`src/verilog/irq_ops_pkg.sv`:
```
// Shared constants and carriers for the dual interrupt controller operation logic.
// Assumes one 100 MHz system clock and an 8-bit I/O port access interface.
package irq_ops_pkg;

	// I/O port addresses
	localparam logic [15:0] PORT_CTL1_BASE   = 16'h0020;
	localparam logic [15:0] PORT_CTL1_DATA   = 16'h0021;
	localparam logic [15:0] PORT_CTL2_BASE   = 16'h00A0;
	localparam logic [15:0] PORT_CTL2_DATA   = 16'h00A1;
	localparam logic [15:0] PORT_TRIG_LOW    = 16'h04D0;
	localparam logic [15:0] PORT_TRIG_HIGH   = 16'h04D1;

	// Command word field positions
	localparam int BIT_INIT_SEL    = 4;
	localparam int BIT_CMD3_SEL    = 3;
	localparam int BIT_ROTATE      = 7;
	localparam int BIT_SPECIFIC    = 6;
	localparam int BIT_EOI         = 5;
	localparam int BIT_SMM         = 6;
	localparam int BIT_SPECIAL_MASK_ENABLE        = 5;
	localparam int BIT_POLL        = 2;
	localparam int BIT_RD_ACT      = 1;
	localparam int BIT_RD_SEL      = 0;

	// Trigger select reset values and fixed-edge lines; common byte, level and poll values
	localparam logic [7:0] TRIG_RESET      = 8'h00;
	localparam logic [7:0] TRIG_LOW_MASK   = 8'hF8;
	localparam logic [7:0] TRIG_HIGH_MASK  = 8'hDE;
	localparam logic [7:0] BYTE_ZERO       = 8'h00;
	localparam logic [2:0] LEVEL_ZERO      = 3'h0;
	localparam logic [2:0] LEVEL_LOWEST    = 3'h7;
	localparam logic [7:0] POLL_VALID      = 8'h80;

	// Rotate / end-of-interrupt command codes (bits 7..5)
	typedef enum logic [2:0] {
		CMD_ROT_AEOI_CLR = 3'h0,
		CMD_EOI_NONSPEC  = 3'h1,
		CMD_NOP          = 3'h2,
		CMD_EOI_SPEC     = 3'h3,
		CMD_ROT_AEOI_SET = 3'h4,
		CMD_ROT_NONSPEC  = 3'h5,
		CMD_SET_PRIO     = 3'h6,
		CMD_ROT_SPEC     = 3'h7
	} rot_cmd_t;

	// One I/O port access
	typedef struct packed {
		logic        wr;
		logic        rd;
		logic [15:0] addr;
		logic [7:0]  wdata;
	} io_req_t;

	// Per-controller port strobes
	typedef struct packed {
		logic       base_wr;
		logic       base_rd;
		logic       data_wr;
		logic       data_rd;
		logic [7:0] wdata;
	} ctl_req_t;

endpackage

```
`src/verilog/trigger_sense.sv`:
```
// Edge or level request capture for eight interrupt lines.
// Assumes the lines are synchronous to sys_clk.
`timescale 1ns/1ns
`default_nettype none
module trigger_sense #(
	parameter int WIDTH = 8
) (
	input  wire logic             sys_clk,
	input  wire logic             rst_n,
	input  wire logic [WIDTH-1:0] irq_line,
	input  wire logic [WIDTH-1:0] level_sel,
	input  wire logic [WIDTH-1:0] mask,
	input  wire logic [WIDTH-1:0] clear,
	output logic      [WIDTH-1:0] pending
);
	import irq_ops_pkg::*;

	logic [WIDTH-1:0] line_prev_reg;
	logic [WIDTH-1:0] edge_reg;
	wire  [WIDTH-1:0] rise = irq_line & ~line_prev_reg;

	// Edge capture is sticky; a rising edge wins over a clear in the same cycle
	always_ff @(posedge sys_clk or negedge rst_n) begin
		if (!rst_n) begin
			line_prev_reg <= '0;
			edge_reg      <= '0;
		end else begin
			line_prev_reg <= irq_line;
			edge_reg      <= (edge_reg & ~clear) | (rise & ~mask);
		end
	end

	// Level lines follow the pin while unmasked; masked lines never show
	assign pending = ((edge_reg & ~level_sel) | (irq_line & level_sel)) & ~mask;
endmodule
`default_nettype wire

```
`src/verilog/ctl_core.sv`:
```
// One controller's operation-word decode, status select, priority and service state.
// Assumes port strobes already decoded by the top; one access per cycle.
`timescale 1ns/1ns
`default_nettype none
module ctl_core (
	input  wire logic                  sys_clk,
	input  wire logic                  rst_n,
	input  wire irq_ops_pkg::ctl_req_t req,
	input  wire logic [7:0]            irq_line,
	input  wire logic [7:0]            level_sel,
	output logic [7:0]                 rdata,
	output logic                       int_out,
	output logic                       smm_active
);
	import irq_ops_pkg::*;

	logic [7:0] mask_reg;
	logic [7:0] isr_reg;
	logic [2:0] lowest_reg;
	logic       read_isr_reg;
	logic       special_mask_enable_reg;
	logic       smm_reg;
	logic       poll_reg;
	logic       auto_rotate_reg;
	logic [1:0] init_step_reg;
	logic [7:0] clear_pend;
	wire  [7:0] request_register;

	trigger_sense #(.WIDTH(8)) u_sense (
		.sys_clk   (sys_clk),
		.rst_n     (rst_n),
		.irq_line  (irq_line),
		.level_sel (level_sel),
		.mask      (mask_reg),
		.clear     (clear_pend),
		.pending   (request_register)
	);

	// Highest-priority line in a vector, counted after the lowest-priority level
	function automatic logic [3:0] pick(input logic [7:0] v, input logic [2:0] low);
		logic [3:0] res;
		logic [2:0] idx;
		res = 4'h8;
		for (int i = 7; i >= 0; i--) begin
			idx = 3'(low + 3'(i) + 3'h1);
			if (v[idx])
				res = {1'b0, idx};
		end
		return res;
	endfunction

	// Word class decode
	wire        is_init   = req.base_wr & req.wdata[BIT_INIT_SEL];
	wire        is_cmd2   = req.base_wr & ~req.wdata[BIT_INIT_SEL] & ~req.wdata[BIT_CMD3_SEL];
	wire        is_cmd3   = req.base_wr & ~req.wdata[BIT_INIT_SEL] & req.wdata[BIT_CMD3_SEL];
	wire [2:0]  code      = req.wdata[7:5];
	wire        specific  = req.wdata[BIT_SPECIFIC];
	wire [2:0]  lvl_field = req.wdata[2:0];
	wire        smm_eff   = special_mask_enable_reg & smm_reg;
	wire [7:0]  isr_block = smm_eff ? 8'h00 : isr_reg;
	wire [3:0]  top_isr   = pick(isr_reg, lowest_reg);
	wire [3:0]  top_req   = pick(request_register & ~(smm_eff ? isr_reg : BYTE_ZERO), lowest_reg);
	wire [3:0]  top_blk   = pick(isr_block, lowest_reg);
	wire        req_wins  = ~top_req[3] & (top_blk[3] | (3'(top_req[2:0] - lowest_reg - 3'h1)
		< 3'(top_blk[2:0] - lowest_reg - 3'h1)));
	wire [2:0]  target    = specific ? lvl_field : top_isr[2:0];
	wire        eoi_hit   = is_cmd2 & (code == CMD_EOI_NONSPEC | code == CMD_EOI_SPEC
		| code == CMD_ROT_NONSPEC | code == CMD_ROT_SPEC);
	wire        nonspec_ok = specific | ~top_isr[3];
	wire        poll_read = req.base_rd & poll_reg;
	wire [7:0]  one_hot   = 8'h01 << target;
	wire [7:0]  poll_hot  = 8'h01 << top_req[2:0];

	// Acknowledge on poll read; edge request then clears
	assign clear_pend = (poll_read & ~top_req[3]) ? poll_hot : BYTE_ZERO;

	// Configuration and mode flags
	always_ff @(posedge sys_clk or negedge rst_n) begin
		if (!rst_n) begin
			mask_reg        <= BYTE_ZERO;
			read_isr_reg    <= 1'b0;
			special_mask_enable_reg        <= 1'b0;
			smm_reg         <= 1'b0;
			poll_reg        <= 1'b0;
			auto_rotate_reg <= 1'b0;
			lowest_reg      <= LEVEL_LOWEST;
			init_step_reg   <= 2'h0;
		end else if (is_init) begin
			mask_reg        <= BYTE_ZERO;
			read_isr_reg    <= 1'b0;
			smm_reg         <= 1'b0;
			special_mask_enable_reg        <= 1'b0;
			poll_reg        <= 1'b0;
			auto_rotate_reg <= 1'b0;
			lowest_reg      <= LEVEL_LOWEST;
			init_step_reg   <= 2'h3;
		end else begin
			if (req.data_wr && init_step_reg != 2'h0)
				init_step_reg <= 2'(init_step_reg - 2'h1);
			else if (req.data_wr)
				mask_reg <= req.wdata;
			if (is_cmd3) begin
				// Enable clear leaves the mask mode as it stands
				if (req.wdata[BIT_SPECIAL_MASK_ENABLE]) begin
					special_mask_enable_reg <= 1'b1;
					smm_reg  <= req.wdata[BIT_SMM];
				end
				if (req.wdata[BIT_RD_ACT])
					read_isr_reg <= req.wdata[BIT_RD_SEL];
				poll_reg <= req.wdata[BIT_POLL];
			end else if (req.base_rd)
				poll_reg <= 1'b0;
			if (is_cmd2 && code == CMD_ROT_AEOI_SET)
				auto_rotate_reg <= 1'b1;
			if (is_cmd2 && code == CMD_ROT_AEOI_CLR)
				auto_rotate_reg <= 1'b0;
			if (is_cmd2 && code == CMD_SET_PRIO)
				lowest_reg <= lvl_field;
			if (is_cmd2 && (code == CMD_ROT_NONSPEC || code == CMD_ROT_SPEC) && nonspec_ok)
				lowest_reg <= target;
			// Auto rotation: the line just acknowledged drops to lowest priority
			if (poll_read && !top_req[3] && auto_rotate_reg)
				lowest_reg <= top_req[2:0];
		end
	end

	// In-service state: poll acknowledge sets unless auto rotate is on, end-of-interrupt clears
	always_ff @(posedge sys_clk or negedge rst_n) begin
		if (!rst_n)
			isr_reg <= BYTE_ZERO;
		else if (is_init)
			isr_reg <= BYTE_ZERO;
		else if (poll_read && !top_req[3] && !auto_rotate_reg)
			isr_reg <= isr_reg | poll_hot;
		else if (eoi_hit && nonspec_ok)
			isr_reg <= isr_reg & ~one_hot;
	end

	// Read data: poll answer, selected status register, or the mask on the data port
	logic [7:0] rdata_next;
	always_comb begin
		rdata_next = mask_reg;
		if (poll_read)
			rdata_next = top_req[3] ? BYTE_ZERO : (POLL_VALID | {5'h0, top_req[2:0]});
		else if (req.base_rd)
			rdata_next = read_isr_reg ? isr_reg : request_register;
	end

	assign rdata      = rdata_next;
	assign int_out    = req_wins;
	assign smm_active = smm_eff;
endmodule
`default_nettype wire

```
`src/verilog/dual_irq_ops.sv`:
```
// Top of the cascaded interrupt controller operation logic: port decode, trigger select.
// Assumes I/O accesses are one-cycle strobes synchronous to sys_clk.
//
// Operation
// Rotate/END_OF_INTERRUPT word bits 7..5 pick clear/set auto rotate, EOIs, nop, priority.
// Low three bits name the target level only when the specific bit is set.
// Host writes zeros in bits 4..3 for the rotate/END_OF_INTERRUPT word.
// Host writes 01 in bits 4..3 and zero bit 7 for the mask/poll word.
// Special mask mode needs both enable and mask bit set.
// Poll bit makes the next base read an acknowledge returning top request.
// Read field 10 selects request register, 11 in-service, others keep selection.
// After initialization base reads return the request register.
// The selected status register stays selected for every later base read.
// Low trigger select bits 7..3 pick edge (0) or high level (1).
// Lines 0..2 are always edge; their select bits are forced zero.
// High trigger select bits 7,6,4..1 pick edge or level for lines 15,14,12..9.
// Lines 13 and 8 are always edge; bits 5 and 0 forced zero.
// Word bit 7 is rotate, bit 6 specific level, bit 5 end of interrupt.
// Base write with bit 4 set is always the first initialization word.
// First initialization word clears special mask and selects request reads.
// Reset or initialization gives fully nested priority, no rotation.
// Edge lines latch on rising edge; level lines pend while high and unmasked. Here a rising edge latches only while its line is unmasked.
`timescale 1ns/1ns
`default_nettype none
module dual_irq_ops (
	input  wire logic                 sys_clk,
	input  wire logic                 rst_n,
	input  wire irq_ops_pkg::io_req_t io,
	input  wire logic [15:0]          irq_in,
	output logic [7:0]                io_rdata,
	output logic                      cpu_int,
	output logic                      special_mask_low,
	output logic                      special_mask_high
);
	import irq_ops_pkg::*;

	//--------------------------------------------------------------
	// Port decode
	//--------------------------------------------------------------
	logic [7:0] trig_low_reg;
	logic [7:0] trig_high_reg;
	logic [7:0] io_rdata_reg;
	logic       cpu_int_reg;
	logic       smm_low_reg;
	logic       smm_high_reg;
	wire  [7:0] rdata1;
	wire  [7:0] rdata2;
	wire        int1;
	wire        int2;
	wire        smm1;
	wire        smm2;

	wire hit1b = io.addr == PORT_CTL1_BASE;
	wire hit1d = io.addr == PORT_CTL1_DATA;
	wire hit2b = io.addr == PORT_CTL2_BASE;
	wire hit2d = io.addr == PORT_CTL2_DATA;
	wire hit_tl = io.addr == PORT_TRIG_LOW;
	wire hit_th = io.addr == PORT_TRIG_HIGH;

	// Strobes per controller
	wire ctl_req_t req1 = '{base_wr: io.wr & hit1b, base_rd: io.rd & hit1b,
		data_wr: io.wr & hit1d, data_rd: io.rd & hit1d, wdata: io.wdata};
	wire ctl_req_t req2 = '{base_wr: io.wr & hit2b, base_rd: io.rd & hit2b,
		data_wr: io.wr & hit2d, data_rd: io.rd & hit2d, wdata: io.wdata};

	//--------------------------------------------------------------
	// Trigger select registers
	//--------------------------------------------------------------
	// Fixed-edge positions are forced zero so a careless write cannot make them level
	always_ff @(posedge sys_clk or negedge rst_n) begin
		if (!rst_n) begin
			trig_low_reg  <= TRIG_RESET;
			trig_high_reg <= TRIG_RESET;
		end else begin
			if (io.wr && hit_tl)
				trig_low_reg <= io.wdata & TRIG_LOW_MASK;
			if (io.wr && hit_th)
				trig_high_reg <= io.wdata & TRIG_HIGH_MASK;
		end
	end

	//--------------------------------------------------------------
	// Controllers
	//--------------------------------------------------------------
	ctl_core u_ctl1 (
		.sys_clk    (sys_clk),
		.rst_n      (rst_n),
		.req        (req1),
		.irq_line   ({irq_in[7:3], int2, irq_in[1:0]}),
		.level_sel  (trig_low_reg),
		.rdata      (rdata1),
		.int_out    (int1),
		.smm_active (smm1)
	);

	ctl_core u_ctl2 (
		.sys_clk    (sys_clk),
		.rst_n      (rst_n),
		.req        (req2),
		.irq_line   (irq_in[15:8]),
		.level_sel  (trig_high_reg),
		.rdata      (rdata2),
		.int_out    (int2),
		.smm_active (smm2)
	);

	//--------------------------------------------------------------
	// Read mux and registered outputs
	//--------------------------------------------------------------
	// Unmapped reads answer zero; data registered so all outputs come from flops
	wire [7:0] rd_mux = (hit1b | hit1d) ? rdata1 :
		(hit2b | hit2d) ? rdata2 :
		hit_tl ? trig_low_reg :
		hit_th ? trig_high_reg : BYTE_ZERO;

	always_ff @(posedge sys_clk or negedge rst_n) begin
		if (!rst_n) begin
			io_rdata_reg <= BYTE_ZERO;
			cpu_int_reg  <= 1'b0;
			smm_low_reg  <= 1'b0;
			smm_high_reg <= 1'b0;
		end else begin
			if (io.rd)
				io_rdata_reg <= rd_mux;
			cpu_int_reg  <= int1;
			smm_low_reg  <= smm1;
			smm_high_reg <= smm2;
		end
	end

	assign io_rdata          = io_rdata_reg;
	assign cpu_int           = cpu_int_reg;
	assign special_mask_low  = smm_low_reg;
	assign special_mask_high = smm_high_reg;
endmodule
`default_nettype wire

```
`config.mk`:
```
export PLATFORM = sky130hd
export DESIGN_NAME = dual_irq_ops
export DESIGN_NICKNAME = d
export VERILOG_FILES = /design/src/verilog/irq_ops_pkg.sv /design/src/verilog/trigger_sense.sv /design/src/verilog/ctl_core.sv /design/src/verilog/dual_irq_ops.sv
export SDC_FILE = /design/constraint.sdc
export NUM_CORES = 1
export LEC_CHECK = 0
export BUFFER_PORTS_ARGS = -buffer_cell sky130_fd_sc_hd__buf_2
export CAP_MARGIN = 20
export CORE_MARGIN = 2
export CORE_UTILIZATION = 40
export CTS_CLUSTER_DIAMETER = 30
export DETAILED_ROUTE_END_ITERATION = 12
export PLACE_DENSITY_LB_ADDON = 0.15
export SETUP_SLACK_MARGIN = 0.5
export SYNTH_ARGS = -nofsm -noshare
export SYNTH_HDL_FRONTEND = slang
export SYNTH_SLANG_ARGS = --single-unit
```
`constraint.sdc`:
```
create_clock -name sys_clk -period 14.7 [get_ports sys_clk]
set_input_delay 2.94 -clock sys_clk [delete_from_list [all_inputs] [get_ports sys_clk]]
set_output_delay 2.94 -clock sys_clk [all_outputs]
set_load 0.02 [all_outputs]
```
After elaboration in Yosys (flattened, before gate mapping)
Index checks and enable logic that the tools add are counted.
W data, S select, Z words.
{"block": "op_classes", "add_sub_neg": 38, "magnitude_cmp": 18, "eq_ne": 14, "shift": 4, "n_mux": 215, "n_bitwise": 73, "reduce_logical": 54}
{"op": "$mux W8", "count": 30}
{"op": "$mux W4", "count": 48}
{"op": "$bmux W1 S3", "count": 48}
{"op": "$and A8 B8 Y8", "count": 16}
{"op": "$not A8 Y8", "count": 12}
{"op": "$mux W1", "count": 75}
{"op": "$lt A3 B4 Y1 const B", "count": 16}
{"op": "$add A3 B1 Y3 const B", "count": 16}
{"op": "$or A8 B8 Y8", "count": 6}
{"op": "$eq A16 B11 Y1 const B", "count": 2}
{"op": "$eq A16 B6 Y1 const B", "count": 2}
{"op": "$eq A16 B8 Y1 const B", "count": 2}
{"op": "$shl A1 B3 Y8 const A", "count": 4}
{"op": "$mux W3", "count": 10}
{"op": "$add A3 B3 Y3 const B", "count": 8}
{"op": "$and A1 B1 Y1", "count": 24}
{"op": "$reduce_bool A2 Y1", "count": 12}
{"op": "$logic_and A1 B1 Y1", "count": 22}
{"op": "$reduce_bool A3 Y1", "count": 6}
{"op": "$add A3 B2 Y3 const B", "count": 4}
{"op": "$eq A3 B3 Y1 const B", "count": 4}
{"op": "$reduce_and A2 Y1", "count": 6}
{"op": "$sub A3 B1 Y3 const B", "count": 4}
{"op": "$sub A3 B3 Y3", "count": 4}
{"op": "other kinds (12)", "count": 35}
{"block": "word_totals", "register_bits": 106, "input_bits": 44, "out_inout_bits": 11, "elab_cells": 444}

Depth between registers and ports, before layout
Gate-level depths: netlist (run 1).
{"block": "depth", "depth_word": 40, "depth_mapped": 24, "depth_no_buf": 20}

Modules after synthesis
A second synthesis (run 1) with hierarchy kept.
{"block": "unflattened", "cells_unflattened": 1228, "area_unflattened_um2": 10954.3}
{"mod": "ctl_core (u_ctl1)", "n_inst": 1, "cells_per_inst": 523, "area_each_um2": 4216.5, "seq_area_each_um2": 654.4}
{"mod": "ctl_core (u_ctl2)", "n_inst": 1, "cells_per_inst": 490, "area_each_um2": 4122.7, "seq_area_each_um2": 654.4}
{"mod": "trigger_sense", "n_inst": 2, "cells_per_inst": 56, "area_each_um2": 700.7, "seq_area_each_um2": 400.4}
{"mod": "dual_irq_ops", "n_inst": 1, "cells_per_inst": 103, "area_each_um2": 1213.7, "seq_area_each_um2": 550.5}

Least setup slack after synthesis (run 1)
OpenSTA, ideal clock, no wires.
{"block": "synth_path", "kind": "input -> register", "from": "input port irq_in[11]", "to": "register u_ctl1.u_sense.edge_reg[2]", "setup_ns": 0.064, "arrival_ns": 6.428, "t_required_ns": 14.636, "setup_slack_ns": 8.208, "path_stages": 17, "n_path_buf": 0, "cell_sequence": "mux2i_1 -> a211oi_1 -> mux2i_1 -> mux4_2 -> a211oi_2 -> o2bb2ai_1 -> a31oi_2 -> inv_2 -> ha_1 -> fa_1 -> xnor2_1 -> xnor2_1 -> ha_1 -> a21oi_1 -> nor2_1 -> a21oi_1 -> a21o_1"}
{"block": "synth_via", "elab_chain_cells": 39, "word_cells_on_any_way": 71, "classes_between": "2 x add/sub; 1 x order compare; 1 x shift; 49 x mux; 18 x bitwise"}
{"element": "from (decl)", "line": "dual_irq_ops.sv:29", "source": "input wire logic [15:0] irq_in,"}
{"element": "$and A8 B8 Y8 *", "line": "trigger_sense.sv:34", "source": "assign pending = ((edge_reg & ~level_sel) | (irq_line & level_sel)) & ~mask;"}
{"element": "$or A8 B8 Y8 *", "line": "trigger_sense.sv:34"}
{"element": "$and A8 B8 Y8 *", "line": "trigger_sense.sv:34"}
{"element": "$and A8 B8 Y8 *", "line": "ctl_core.sv:62", "source": "wire [3:0] top_req = pick(request_register & ~(smm_eff ? isr_reg : BYTE_ZERO), lowest_reg);"}
{"element": "$bmux W1 S3", "line": "ctl_core.sv:46", "source": "if (v[idx])"}
{"element": "$mux W1 (implied by the code)", "line": "ctl_core.sv:46"}
{"element": "$mux W4 (7 in series)", "line": "ctl_core.sv:46"}
{"element": "$mux W4 *", "line": "ctl_core.sv:46"}
{"element": "[... 5 more ...]"}
{"element": "named net int2", "line": "dual_irq_ops.sv:49", "source": "wire int2;"}
{"element": "[... 5 more ...]"}
{"element": "$mux W1 (implied by the code)", "line": "ctl_core.sv:46"}
{"element": "$mux W4 (8 in series)", "line": "ctl_core.sv:46"}
{"element": "$not A1 Y1", "line": "ctl_core.sv:75", "source": "assign clear_pend = (poll_read & ~top_req[3]) ? poll_hot : BYTE_ZERO;"}
{"element": "$and A1 B1 Y1", "line": "ctl_core.sv:75"}
{"element": "$mux W8", "line": "ctl_core.sv:75"}
{"element": "$not A8 Y8", "line": "trigger_sense.sv:29", "source": "edge_reg <= (edge_reg & ~clear) | (rise & ~mask);"}
{"element": "$and A8 B8 Y8", "line": "trigger_sense.sv:29"}
{"element": "$or A8 B8 Y8 *", "line": "trigger_sense.sv:29"}
{"element": "to (signal assigned)", "line": "trigger_sense.sv:29"}
{"element": "to (decl)", "line": "trigger_sense.sv:19", "source": "logic [WIDTH-1:0] edge_reg;"}
The timed path passes the listed nets; every way through them passes the cells marked *. The select of a mux whose other input is x is not followed.
A chain may end at the register's enable or synchronous reset.

Final worst setup path (run 1)
{"block": "layout_path", "from": "input port irq_in[7]", "to": "register cpu_int_reg (netlist: cpu_int)"}
{"block": "layout_via", "elab_chain_cells": 19, "word_cells_on_any_way": 34, "classes_between": "2 x add/sub; 1 x order compare; 24 x mux; 7 x bitwise"}
{"element": "$and A8 B8 Y8 *", "line": "trigger_sense.sv:34"}
{"element": "$or A8 B8 Y8 *", "line": "trigger_sense.sv:34"}
{"element": "$and A8 B8 Y8 *", "line": "trigger_sense.sv:34"}
{"element": "$and A8 B8 Y8 *", "line": "ctl_core.sv:62"}
{"element": "$bmux W1 S3", "line": "ctl_core.sv:46"}
{"element": "$mux W1 (implied by the code)", "line": "ctl_core.sv:46"}
{"element": "$mux W4 (7 in series)", "line": "ctl_core.sv:46"}
{"element": "$mux W4 *", "line": "ctl_core.sv:46"}
{"element": "$sub A3 B3 Y3", "line": "ctl_core.sv:64", "source": "wire req_wins = ~top_req[3] & (top_blk[3] | (3'(top_req[2:0] - lowest_reg - 3'h1)"}
{"element": "$sub A3 B1 Y3", "line": "ctl_core.sv:64"}
{"element": "$lt A3 B3 Y1", "line": "ctl_core.sv:65", "source": "< 3'(top_blk[2:0] - lowest_reg - 3'h1)));"}
{"element": "$or A1 B1 Y1", "line": "ctl_core.sv:64"}
{"element": "$and A1 B1 Y1 *", "line": "ctl_core.sv:64"}
{"element": "named net int1", "line": "dual_irq_ops.sv:48", "source": "wire int1;"}
{"element": "to (signal assigned)", "line": "dual_irq_ops.sv:125", "source": "cpu_int_reg <= int1;"}
{"element": "to (decl)", "line": "dual_irq_ops.sv:43", "source": "logic cpu_int_reg;"}
Marked as above.

==> impl_metrics.csv, run 1 <==
group,metric,value,unit
status,outcome,"finished, final reports clean",
power_and_ir_drop,seq_power_share,52.1,%
timing,setup_viol,0,
setup_path,worst-endpoint-arrival,7.49,ns
timing,worst_slack,7.48,ns
logic_synthesis,avgSynthCellArea,8.87,sq um
cells_and_area,area_delta_synth_final,8.18,%
routing,wl_per_cell,21.6,um
clock_network,cts_setup_buffers,0,
cells_and_area,final_nets,1127,
clock_network,cts_tree,"built",
global_route,first_global_vias,8184,
setup_path,endpoint_kind,"flop",
floorplan,die_w,157,um
power_and_ir_drop,combPwrFrac,6.3,%
logic_synthesis,ys_ff_latch,106,
logic_synthesis,syn_area,9360,sq um
routing,vias,8841,
power_and_ir_drop,clkPwrFrac,41.6,%
setup_path,worstPathMaxFanout,11,
cells_and_area,drive_gt1_share,17.2,%
placed_design,dp_worst_setup_slack,7.20,ns
floorplan,rows,55,
clock_network,hold_buffers,0,
cells_and_area,n_fill_cell,2289,
clock_network,ctsRootBufferMaster,"clkbuf_16",
timing,setup_tns,0,ns
clock_network,clk_pin_slew,0.08,ns
timing,rsz0062_at_grt,"no",
power_and_ir_drop,power_density,56.1,nW/um^2
power_and_ir_drop,p_int,0.425,mW
routing,final_antenna_net_count,0,
global_route,grt_max_degree,78,
job,maxCapViolations,0,
setup_path,start_kind,"input pin",
clock_network,clock-sinks,106,
placed_design,dpl.hpwl,22100,um
timing,slew_headroom,24.8,%
logic_synthesis,synth-edff-count,0,
timing,fin_crit_sh,49.1,%
logic_synthesis,yosysSeqAreaShare,28.4,%
cells_and_area,final_cells,1381,
power_and_ir_drop,p_switching,0.143,mW
power_and_ir_drop,p_leak,4.08,nW
routing,remaining_drc_errors,0,
power_and_ir_drop,irDropWorstVdd,53.5,uV
routing,drt-initial-drc-count,800,
cells_and_area,layout_common_cells,"dfrtp_1 (100), nor2_1 (92), nand2_1 (88)",
floorplan,num_io_pins,55,
placed_design,numPlacedInstances,1364,
timing,skew,0.0132,ns
placed_design,io_buffers,53,
setup_path,critPathKind,"in2reg",
floorplan,core_area,22800,sq um
global_route,grt_use_total,24.5,%
logic_synthesis,post_synth_num_cell_types,90,
clock_network,ctsResizeCount,0,
global_route,antenna_found_initial,0,
timing,max_freq,0.139,GHz
cells_and_area,final_common_cell,"dfrtp_1",
routing,via_per_inst,6.40,
timing,final_hold_viol_count,0,
logic_synthesis,synth-main-ff-cell,"dfrtp_1",
timing,slew_viol_final,0,
logic_synthesis,synth-async-reset-ratio,100,%
cells_and_area,regArea,2660,sq um
power_and_ir_drop,p_total,0.568,mW
floorplan,start_util,41.1,%
clock_network,htreeDepth,3,
logic_synthesis,synth_nets,1119,
cells_and_area,antenna_cells,0,
setup_path,required,14.97,ns
power_and_ir_drop,swShare,25.2,%
timing,min_period,7.22,ns
floorplan,die_height,157,um
logic_synthesis,syn_inst,1055,
clock_network,insertion_delay,0.36,ns
hold_path,hp-class,"reg2reg",
global_route,grt_pass1_wl,46900,um
global_route,overflow,0,
clock_network,clk_path_buf_depth,2,
routing,firstDrtPassIters,5,
clock_network,numCtsBuffers,9,
placed_design,gp_congestion,0.893,
floorplan,fp.dieArea,24600,sq um
routing,drt_wl_total,29800,um
timing,worstMarginPinSlew,1.12,ns
cells_and_area,multi_input_area,6260,sq um
logic_synthesis,yosysWarnings,0,
[cells in the mapped netlist (6+ instances only)]
library cell | instances | share of area (%)
dfrtp_1 | 100 | 27
nor2_1 | 92 | 3.7
nand2_1 | 88 | 3.5
a21oi_1 | 76 | 4.1
mux2i_1 | 51 | 5.5
clkbuf_1 | 49 | 2.0
o21ai_0 | 40 | 2.1
nor3_1 | 35 | 1.9
mux4_2 | 34 | 8.2
inv_1 | 32 | 1.3
a211oi_1 | 31 | 2.5
nand3_1 | 29 | 1.6
mux2_2 | 25 | 3.0
a31oi_1 | 22 | 1.5
a22o_1 | 19 | 1.8
ha_1 | 16 | 2.1
xnor2_1 | 15 | 1.4
and3_1 | 14 | 0.94
o22ai_1 | 14 | 0.94
o31ai_1 | 14 | 1.1
a21o_1 | 13 | 1.0
buf_2 | 13 | 0.70
o221ai_1 | 13 | 1.2
a22oi_1 | 12 | 0.96
nand2b_1 | 12 | 0.80
nor2b_1 | 12 | 0.80
nor4_1 | 12 | 0.80
and2_1 | 11 | 0.74
o211ai_1 | 11 | 0.88
or2_2 | 8 | 0.53
buf_1 | 6 | 0.24
dfstp_2 | 6 | 1.7
nand4_1 | 6 | 0.40
o22a_1 | 6 | 0.56
xor2_1 | 6 | 0.56
[kinds of logic after synthesis]
group | count (synthesis) | synth area share, %
simple gates | 351 | 18.9
xor+xnor | 23 | 2.38
compound gates | 337 | 25.7
flops | 106 | 28.4
buf+inv | 107 | 4.63
fa+ha+maj | 20 | 3.00
mux | 111 | 16.9
[critical path, cell delays in order]
cell and delay (ns):
buf_2 0.10, mux2i_1 0.13, nor4_1 0.74, nor2_1 0.26, mux4_2 0.57, a21oi_1 0.16
nor3_1 0.06, or3_1 0.32, o21ai_2 0.22, inv_1 0.39, ha_1 0.32, inv_1 0.07
fa_1 0.40, inv_1 0.07, ha_1 0.22, a21o_1 0.15, a21oi_1 0.14, nor2_1 0.05
a21oi_1 0.16
[power groups by stage]
stage                     Sequential [mW]  Combinational [mW]  Clock (mW)
after CTS                           0.296              0.0354       0.243
final                               0.296              0.0358       0.236
after global placement              0.302              0.0351           0
after global routing                0.296              0.0396       0.255
after floorplan                     0.303              0.0133           0
after detailed placement            0.302              0.0352           0
[through the flow]
step / util [%] / hold WS [ns] / cell area [sq um]
floorplan: - / 0.409 / 9360
global placement: 43.1 / 0.413 / 9820
detailed placement: 43.1 / 0.422 / 9820
CTS: 44.4 / 0.433 / 10100
global route: 44.4 / 0.450 / 10100
finish: 44.4 / 0.430 / 10100
[layout make-up]
type | instances | area share, %
well taps | 313 | 3.87
clock buffers | 10 | 2.26
flip-flops and latches | 106 | 26.3
multi-input cells | 842 | 61.9
clock inverters | 6 | 0.532
inverters | 37 | 1.37
repair buffers | 67 | 3.81
[per-layer routing]
metal  track usage (%)  vias to the layer above  routed length, um
met3              2.53                       27               1980
met5                 0                        -                  0
met4              5.33                        0                330
met1              37.2                     4368              14100
met2              37.6                      356              13300
li1                  -                     4090                  -
[worst paths after layout]
| kind | from | to | slack [ns] | depth (start not counted) |
|---|---|---|---|---|
| hold / removal | u_ctl1.u_sense.line_prev_reg[5] | u_ctl1.u_sense.edge_reg[5] | 0.43 | 1 |
| hold reg to reg | u_ctl1.u_sense.line_prev_reg[5] | u_ctl1.u_sense.edge_reg[5] | 0.43 | 1 |
| max in group asynchronous | rst_n | u_ctl1.lowest_reg[1] | 11.05 | 3 |
| setup reg to reg | u_ctl1.lowest_reg[0] | cpu_int | 8.36 | 20 |
| setup / recovery | irq_in[7] | cpu_int | 7.48 | 19 |
| min in group asynchronous | rst_n | u_ctl2.u_sense.line_prev_reg[4] | 2.50 | 1 |
No activity file was read; power rests on OpenSTA's default activity.
==> run 2, diff against run 1 <==
==> constraint.sdc (replaced) <==
create_clock -name sys_clk -period 6 [get_ports sys_clk]
set_input_delay 1.2 -clock sys_clk [delete_from_list [all_inputs] [get_ports sys_clk]]
set_output_delay 1.2 -clock sys_clk [all_outputs]
set_load 0.02 [all_outputs]
==> run 2 against run 1 <==
Combinational power increased by 150%; sequential share of layout area is 0.49 points lower; die area is the same; clock skew is 0.0052 ns lower; clock-buffer cell count down 1; critical path depth is 1 lower; register-to-register slack got worse by 7.5 ns; design area grew 1.9%; non-clock buffer count increased by 22; first-iteration DRC count grew 12%; final cell count is 1.5% higher.
==> impl_metrics.csv, run 2 (same netlist as run 1, synthesis figures left out) <==
group,metric,value,unit
status,outcome,"finished, final reports clean",
setup_path,reg2reg_to,"cpu_int",
routing,wl_per_cell,21.6,um
placed_design,dpl.hpwl,22700,um
clock_network,numCtsBuffers,9,
global_route,antenna_found_initial,0,
cells_and_area,layout_common_cells,"dfrtp_1 (100), nor2_1 (92), nand2_1 (88)",
routing,firstDrtPassIters,5,
setup_path,reg2reg_slack,0.84,ns
job,maxCapViolations,0,
timing,min_period,5.20,ns
power_and_ir_drop,p_leak,4.20,nW
power_and_ir_drop,seq_power_share,51.6,%
timing,fin_crit_sh,86.7,%
hold_path,hold_start,"u_ctl1.u_sense.line_prev_reg[6]",
global_route,grt_use_total,25.1,%
setup_path,cp_slowest_cell,"mux4_2",
cells_and_area,area_delta_synth_final,10.2,%
floorplan,core_area,22800,sq um
power_and_ir_drop,power_density,136,nW/um^2
setup_path,required,6.30,ns
timing,whs,0.433,ns
floorplan,start_util,41.1,%
hold_path,hp-class,"reg2reg",
setup_path,r2r_cells,20,
clock_network,htreeDepth,3,
routing,drt_wl_total,30400,um
global_route,grt_pass1_wl,47900,um
floorplan,rows,55,
timing,skew,0.00798,ns
floorplan,num_io_pins,55,
hold_path,hold_end,"u_ctl1.u_sense.edge_reg[6]",
setup_path,critPathLaunch,"irq_in[15]",
placed_design,numPlacedInstances,1383,
global_route,overflow,0,
placed_design,io_buffers,53,
clock_network,ctsRootBufferMaster,"clkbuf_16",
timing,worst_slack,0.795,ns
power_and_ir_drop,irDropWorstVdd,183,uV
clock_network,cts_tree,"built",
timing,slew_headroom,43.9,%
setup_path,endpoint_kind,"flop",
cells_and_area,final_cell_area,10300,sq um
setup_path,worst-endpoint-arrival,5.50,ns
timing,slew_viol_final,0,
cells_and_area,drive_gt1_share,19.2,%
cells_and_area,final_util,45.3,%
floorplan,fp.dieArea,24600,sq um
routing,remaining_drc_errors,0,
floorplan,die_w,157,um
setup_path,worstPathCellList,"buf_2 -> mux2i_1 -> a211oi_2 -> a21oi_1 -> mux4_2 -> a211oi_2 -> o2bb2ai_1 -> a31oi_2 -> inv_2 -> ha_1 -> fa_1 -> xnor2_1 -> xnor2_1 -> ha_1 -> a21oi_1 -> nor2_1 -> a21oi_1 -> a21o_1",
setup_path,cp_common_cell,"a21oi_1",
clock_network,clock-sinks,106,
placed_design,dp_worst_setup_slack,0.459,ns
power_and_ir_drop,clkPwrFrac,42.1,%
cells_and_area,final_cells,1402,
setup_path,critPathKind,"in2reg",
routing,via_per_inst,6.35,
cells_and_area,final_nets,1149,
global_route,grt_max_degree,80,
clock_network,insertion_delay,0.36,ns
power_and_ir_drop,combPwrFrac,6.3,%
cells_and_area,n_fill_cell,2259,
placed_design,gp_congestion,0.895,
global_route,first_global_vias,8474,
power_and_ir_drop,swShare,25.9,%
timing,worstMarginPinSlew,0.837,ns
power_and_ir_drop,p_total,1.41,mW
power_and_ir_drop,p_switching,0.364,mW
timing,final_hold_viol_count,0,
timing,setup_tns,0,ns
routing,drt-initial-drc-count,896,
hold_path,hold_depth,1,
setup_path,worstPathMaxFanout,9,
placed_design,placed_area,9960,sq um
power_and_ir_drop,p_int,1.04,mW
clock_network,clk_path_buf_depth,2,
setup_path,rr_startpoint,"u_ctl1.lowest_reg[1]",
routing,vias,8908,
timing,setup_viol,0,
floorplan,die_height,157,um
cells_and_area,antenna_cells,0,
timing,max_freq,0.192,GHz
routing,final_antenna_net_count,0,
cells_and_area,final_common_cell,"dfrtp_1",
timing,rsz0062_at_grt,"no",
setup_path,start_kind,"input pin",
setup_path,max_stage_delay,0.59,ns
clock_network,clk_pin_slew,0.08,ns
==> run 2: cell types whose count changed in the layout (fill, tap and decap cells not counted), sizes merged <==
cell    previous run  this run
inv               38        36
clkbuf            10         9
buf               67        89
clkinv             4         6
==> run 2: per-layer routing <==
metal / GRT usage [%] / vias up / wire, um
met5: 0 / - / 0
met4: 6.25 / 0 / 455
met2: 37.2 / 367 / 13300
li1: - / 4125 / -
met3: 3.41 / 35 / 2240
met1: 38.2 / 4381 / 14400
==> run 2: area by class of cell <==
| cell class | instances | area [sq um] | area share (%) |
|---|---|---|---|
| Clock inverter | 6 | 57.6 | 0.558 |
| Multi-Input combinational cell | 842 | 6280 | 60.9 |
| Clock buffer | 9 | 225 | 2.18 |
| Tap cell | 313 | 392 | 3.80 |
| Sequential cell | 106 | 2660 | 25.8 |
| Inverter | 37 | 143 | 1.38 |
| Timing Repair Buffer | 89 | 558 | 5.41 |
==> run 2: timing repair <==
item,in CTS,in global routing
hold buffers,0,0
setup endpoints to repair,0,2
setup buffers,0,3
gates resized for setup,0,4
==> run 2: how the worst max path moves through the flow <==
stage | slack (ns) | depth (start not counted) | to
5_1_grt | 0.50 | 21 | cpu_int
4_1_cts | 0.63 | 19 | cpu_int
3_3_place_gp | 0.50 | 18 | u_ctl1.u_sense.edge_reg[2]
3_5_place_dp | 0.46 | 18 | u_ctl1.u_sense.edge_reg[2]
2_1_floorplan | 1.05 | 21 | u_ctl1.u_sense.edge_reg[2]
6_report | 0.80 | 18 | u_ctl1.u_sense.edge_reg[2]
==> run 2: critical path: cells and delay by family <==
kind | cells | cell delay, ns
AO/OA/AOI/OAI | 8 | 2.06
XOR/XNOR | 2 | 0.30
adder cells (fa/ha/maj) | 3 | 0.95
buffers and inverters | 2 | 0.23
multiplexers | 2 | 0.71
AND/OR/NAND/NOR | 1 | 0.05
==> run 2: power groups by stage <==
stage          clock network [mW]  registers (mW)  logic (mW)
6_report                    0.591           0.725      0.0890
5_1_grt                     0.632           0.726      0.0985
4_1_cts                     0.603           0.725      0.0874
3_5_place_dp                    0           0.739      0.0871
3_3_place_gp                    0           0.739      0.0867
2_1_floorplan                   0           0.742      0.0325
==> run 3, diff against run 2 <==
--- a/config.mk
+++ b/config.mk
@@ -5,6 +5,7 @@
 export SDC_FILE = /design/constraint.sdc
 export NUM_CORES = 1
 export LEC_CHECK = 0
+export ABC_AREA = 1
 export BUFFER_PORTS_ARGS = -buffer_cell sky130_fd_sc_hd__buf_2
 export CAP_MARGIN = 20
 export CORE_MARGIN = 2
@@ -13,6 +14,7 @@
 export DETAILED_ROUTE_END_ITERATION = 12
 export PLACE_DENSITY_LB_ADDON = 0.15
 export SETUP_SLACK_MARGIN = 0.5
+export SLEW_MARGIN = 20
 export SYNTH_ARGS = -nofsm -noshare
 export SYNTH_HDL_FRONTEND = slang
 export SYNTH_SLANG_ARGS = --single-unit
==> run 3 against run 2 <==
Die area shrank 6.6%; register-to-register slack gained 0.21 ns; largest power group unchanged; design area shrank 7.7%; final cell count grew 18%; clock skew grew 0.0033 ns; first-iteration DRC count shrank 22%; sequential share of layout area grew 2.2 points; worst hold slack lost 0.011 ns; power grew 2.0%; largest cell class unchanged; critical endpoint unchanged; clock power grew 3.9%.
==> impl_metrics.csv, run 3 <==
group,metric,value,unit
status,outcome,"finished, final reports clean",
clock_network,cts_setup_buffers,0,
global_route,overflow,0,
floorplan,core_area,21600,sq um
clock_network,htreeDepth,3,
clock_network,clk_path_buf_depth,2,
floorplan,num_io_pins,55,
global_route,grt_max_degree,76,
logic_synthesis,yosys.area.top_type,"dfrtp_1",
setup_path,critPathKind,"reg2reg",
setup_path,endpoint_kind,"flop",
setup_path,worst-endpoint-arrival,5.24,ns
timing,fin_crit_sh,82.4,%
setup_path,max_stage_delay,0.78,ns
floorplan,die_w,152,um
routing,drt-initial-drc-count,702,
clock_network,ctsResizeCount,0,
cells_and_area,final_common_cell,"nand2_1",
clock_network,clk_pin_slew,0.08,ns
logic_synthesis,synth_nets,1401,
global_route,grt-busiest-layer,"met2",
placed_design,gp_congestion,0.949,
global_route,first_global_vias,8234,
floorplan,rows,54,
clock_network,insertion_delay,0.37,ns
logic_synthesis,synth-async-reset-ratio,100,%
global_route,grt_use_total,25.5,%
timing,setup_viol,0,
floorplan,start_util,40.3,%
logic_synthesis,avgSynthCellArea,6.52,sq um
placed_design,dpl.hpwl,22200,um
routing,via_per_inst,5.42,
setup_path,worstPathCellList,"clkinv_1 -> buf_4 -> ha_1 -> inv_1 -> nand3_1 -> nand3_1 -> nand2_1 -> inv_1 -> nor2_1 -> o21ai_0 -> nand2_1 -> nand2_1 -> nand2_2 -> ha_1 -> fa_1 -> xnor2_1 -> xor2_1 -> ha_1 -> a21oi_1 -> a21oi_1 -> a21oi_1 -> nand2_1 -> o21ai_1",
cells_and_area,final_util,44.0,%
cells_and_area,area_delta_synth_final,9.17,%
clock_network,hold_buffers,0,
timing,setup_tns,0,ns
placed_design,io_buffers,53,
cells_and_area,antenna_cells,0,
logic_synthesis,yosysWarnings,0,
timing,min_period,4.95,ns
clock_network,clock-sinks,106,
setup_path,cp_common_cell,"nand2_1",
clock_network,cts_tree,"built",
setup_path,r2r_cells,23,
setup_path,cp_slowest_cell,"dfstp_2",
global_route,use_met2,39.8,%
hold_path,hold_depth,1,
job,maxCapViolations,0,
placed_design,dp_worst_setup_slack,1.05,ns
logic_synthesis,synth_top_cells_by_count,"nand2_1 (403), nand3_1 (182), inv_1 (157), dfrtp_1 (100), a21oi_1 (84)",
cells_and_area,layout_common_cells,"nand2_1 (403), nand3_1 (182), inv_1 (157)",
power_and_ir_drop,power_density,151,nW/um^2
routing,firstDrtPassIters,5,
power_and_ir_drop,p_leak,4.78,nW
routing,remaining_drc_errors,0,
timing,max_freq,0.202,GHz
cells_and_area,n_fill_cell,2326,
logic_synthesis,synth_area_leaders,"dfrtp_1 (29%), nand2_1 (17%), nand3_1 (10%), inv_1 (6.8%), a21oi_1 (4.8%)",
cells_and_area,drive_gt1_share,11.0,%
cells_and_area,final_nets,1437,
floorplan,die_height,152,um
global_route,grt_use_met1,37.5,%
timing,skew,0.0113,ns
routing,wl_per_cell,17.1,um
global_route,grt_pass1_wl,45000,um
power_and_ir_drop,irDropWorstVdd,134,uV
routing,vias,8994,
logic_synthesis,yosysMostFrequentCell,"nand2_1",
timing,final_hold_viol_count,0,
logic_synthesis,synth-edff-count,0,
routing,drt_wl_total,28400,um
logic_synthesis,ys_ff_latch,106,
setup_path,worstPathMaxFanout,17,
timing,rsz0062_at_grt,"no",
hold_path,hp-class,"reg2reg",
timing,slew_viol_final,0,
routing,final_antenna_net_count,0,
logic_synthesis,syn_inst,1337,
clock_network,ctsRootBufferMaster,"clkbuf_16",
global_route,met3_usage,3.20,%
logic_synthesis,synth-main-ff-cell,"dfrtp_1",
global_route,antenna_found_initial,0,
setup_path,start_kind,"flop",
logic_synthesis,syn_area,8720,sq um
timing,worst_slack,1.05,ns
logic_synthesis,post_synth_num_cell_types,60,
logic_synthesis,yosysTopAreaCellShare,28.7,%
logic_synthesis,yosysSeqAreaShare,30.5,%
clock_network,numCtsBuffers,9,
timing,worstMarginPinSlew,0.749,ns
setup_path,required,6.29,ns
timing,slew_headroom,50.0,%
floorplan,fp.dieArea,23000,sq um
-- run 3: routing by layer --
layer  part of all wire (%)  vias up
met3                    5.7       35
met5                      0        -
met1                     49     4168
li1                       -     4487
met2                     44      304
met4                    1.8        0
-- run 3: through the flow --
stage	power (mW)	hold slack (ns)	cells	cell area [sq um]
2_1_floorplan	0.777	0.400	1337	8720
6_report	1.43	0.423	1658	9520
5_1_grt	1.48	0.446	1658	9520
3_5_place_dp	0.832	0.413	1641	9190
4_1_cts	1.44	0.428	1657	9490
3_3_place_gp	0.831	0.405	1641	9190
-- run 3: worst max-delay path: cells and delay by family (launching register included) --
family,cells,cell delay (ns)
compound gates,5,0.74
xor+xnor,2,0.32
buf+inv,4,0.81
fa+ha+maj,4,1.38
flops,1,0.78
simple gates,8,0.82
-- run 3: power by group --
part	switching, mW	total, mW	internal [mW]
Combinational	0.0674	0.0936	0.0262
Clock	0.317	0.614	0.297
Sequential	0.00346	0.726	0.723
Total	0.388	1.43	1.05
-- run 3: cell families after synthesis --
kind of cell / Yosys count / share of synthesized area [%]
adders and majority gates: 20 / 3.21
buffers and inverters: 210 / 9.72
and+or+nand+nor: 755 / 39.5
DFF: 106 / 30.5
AOI/OAI and AO/OA: 229 / 14.6
xor gates and xnor gates: 17 / 2.48
-- run 3: layout make-up --
type                       instances  area (sq um)  share of cell area (%)
timing repair buffer              60           340                    3.58
clock buffer                      10           229                    2.41
tap                              280           350                    3.68
sequential                       106          2660                    27.9
inverter                         175           657                    6.90
clock inverter                     6          70.1                   0.736
multi-input combinational       1021          5210                    54.8
-- run 3: path summary, 6_finish.rpt --
check / startpoint / to / slack [ns]
hold reg to reg: u_ctl2.u_sense.line_prev_reg[0] / u_ctl2.u_sense.edge_reg[0] / 0.42
min in group asynchronous: rst_n / u_ctl1.u_sense.edge_reg[7] / 0.70
hold / removal: u_ctl2.u_sense.line_prev_reg[0] / u_ctl2.u_sense.edge_reg[0] / 0.42
setup reg to reg: u_ctl2.lowest_reg[1] / u_ctl1.u_sense.edge_reg[2] / 1.05
max in group asynchronous: rst_n / u_ctl2.mask_reg[2] / 4.57
setup / recovery: u_ctl2.lowest_reg[1] / u_ctl1.u_sense.edge_reg[2] / 1.05
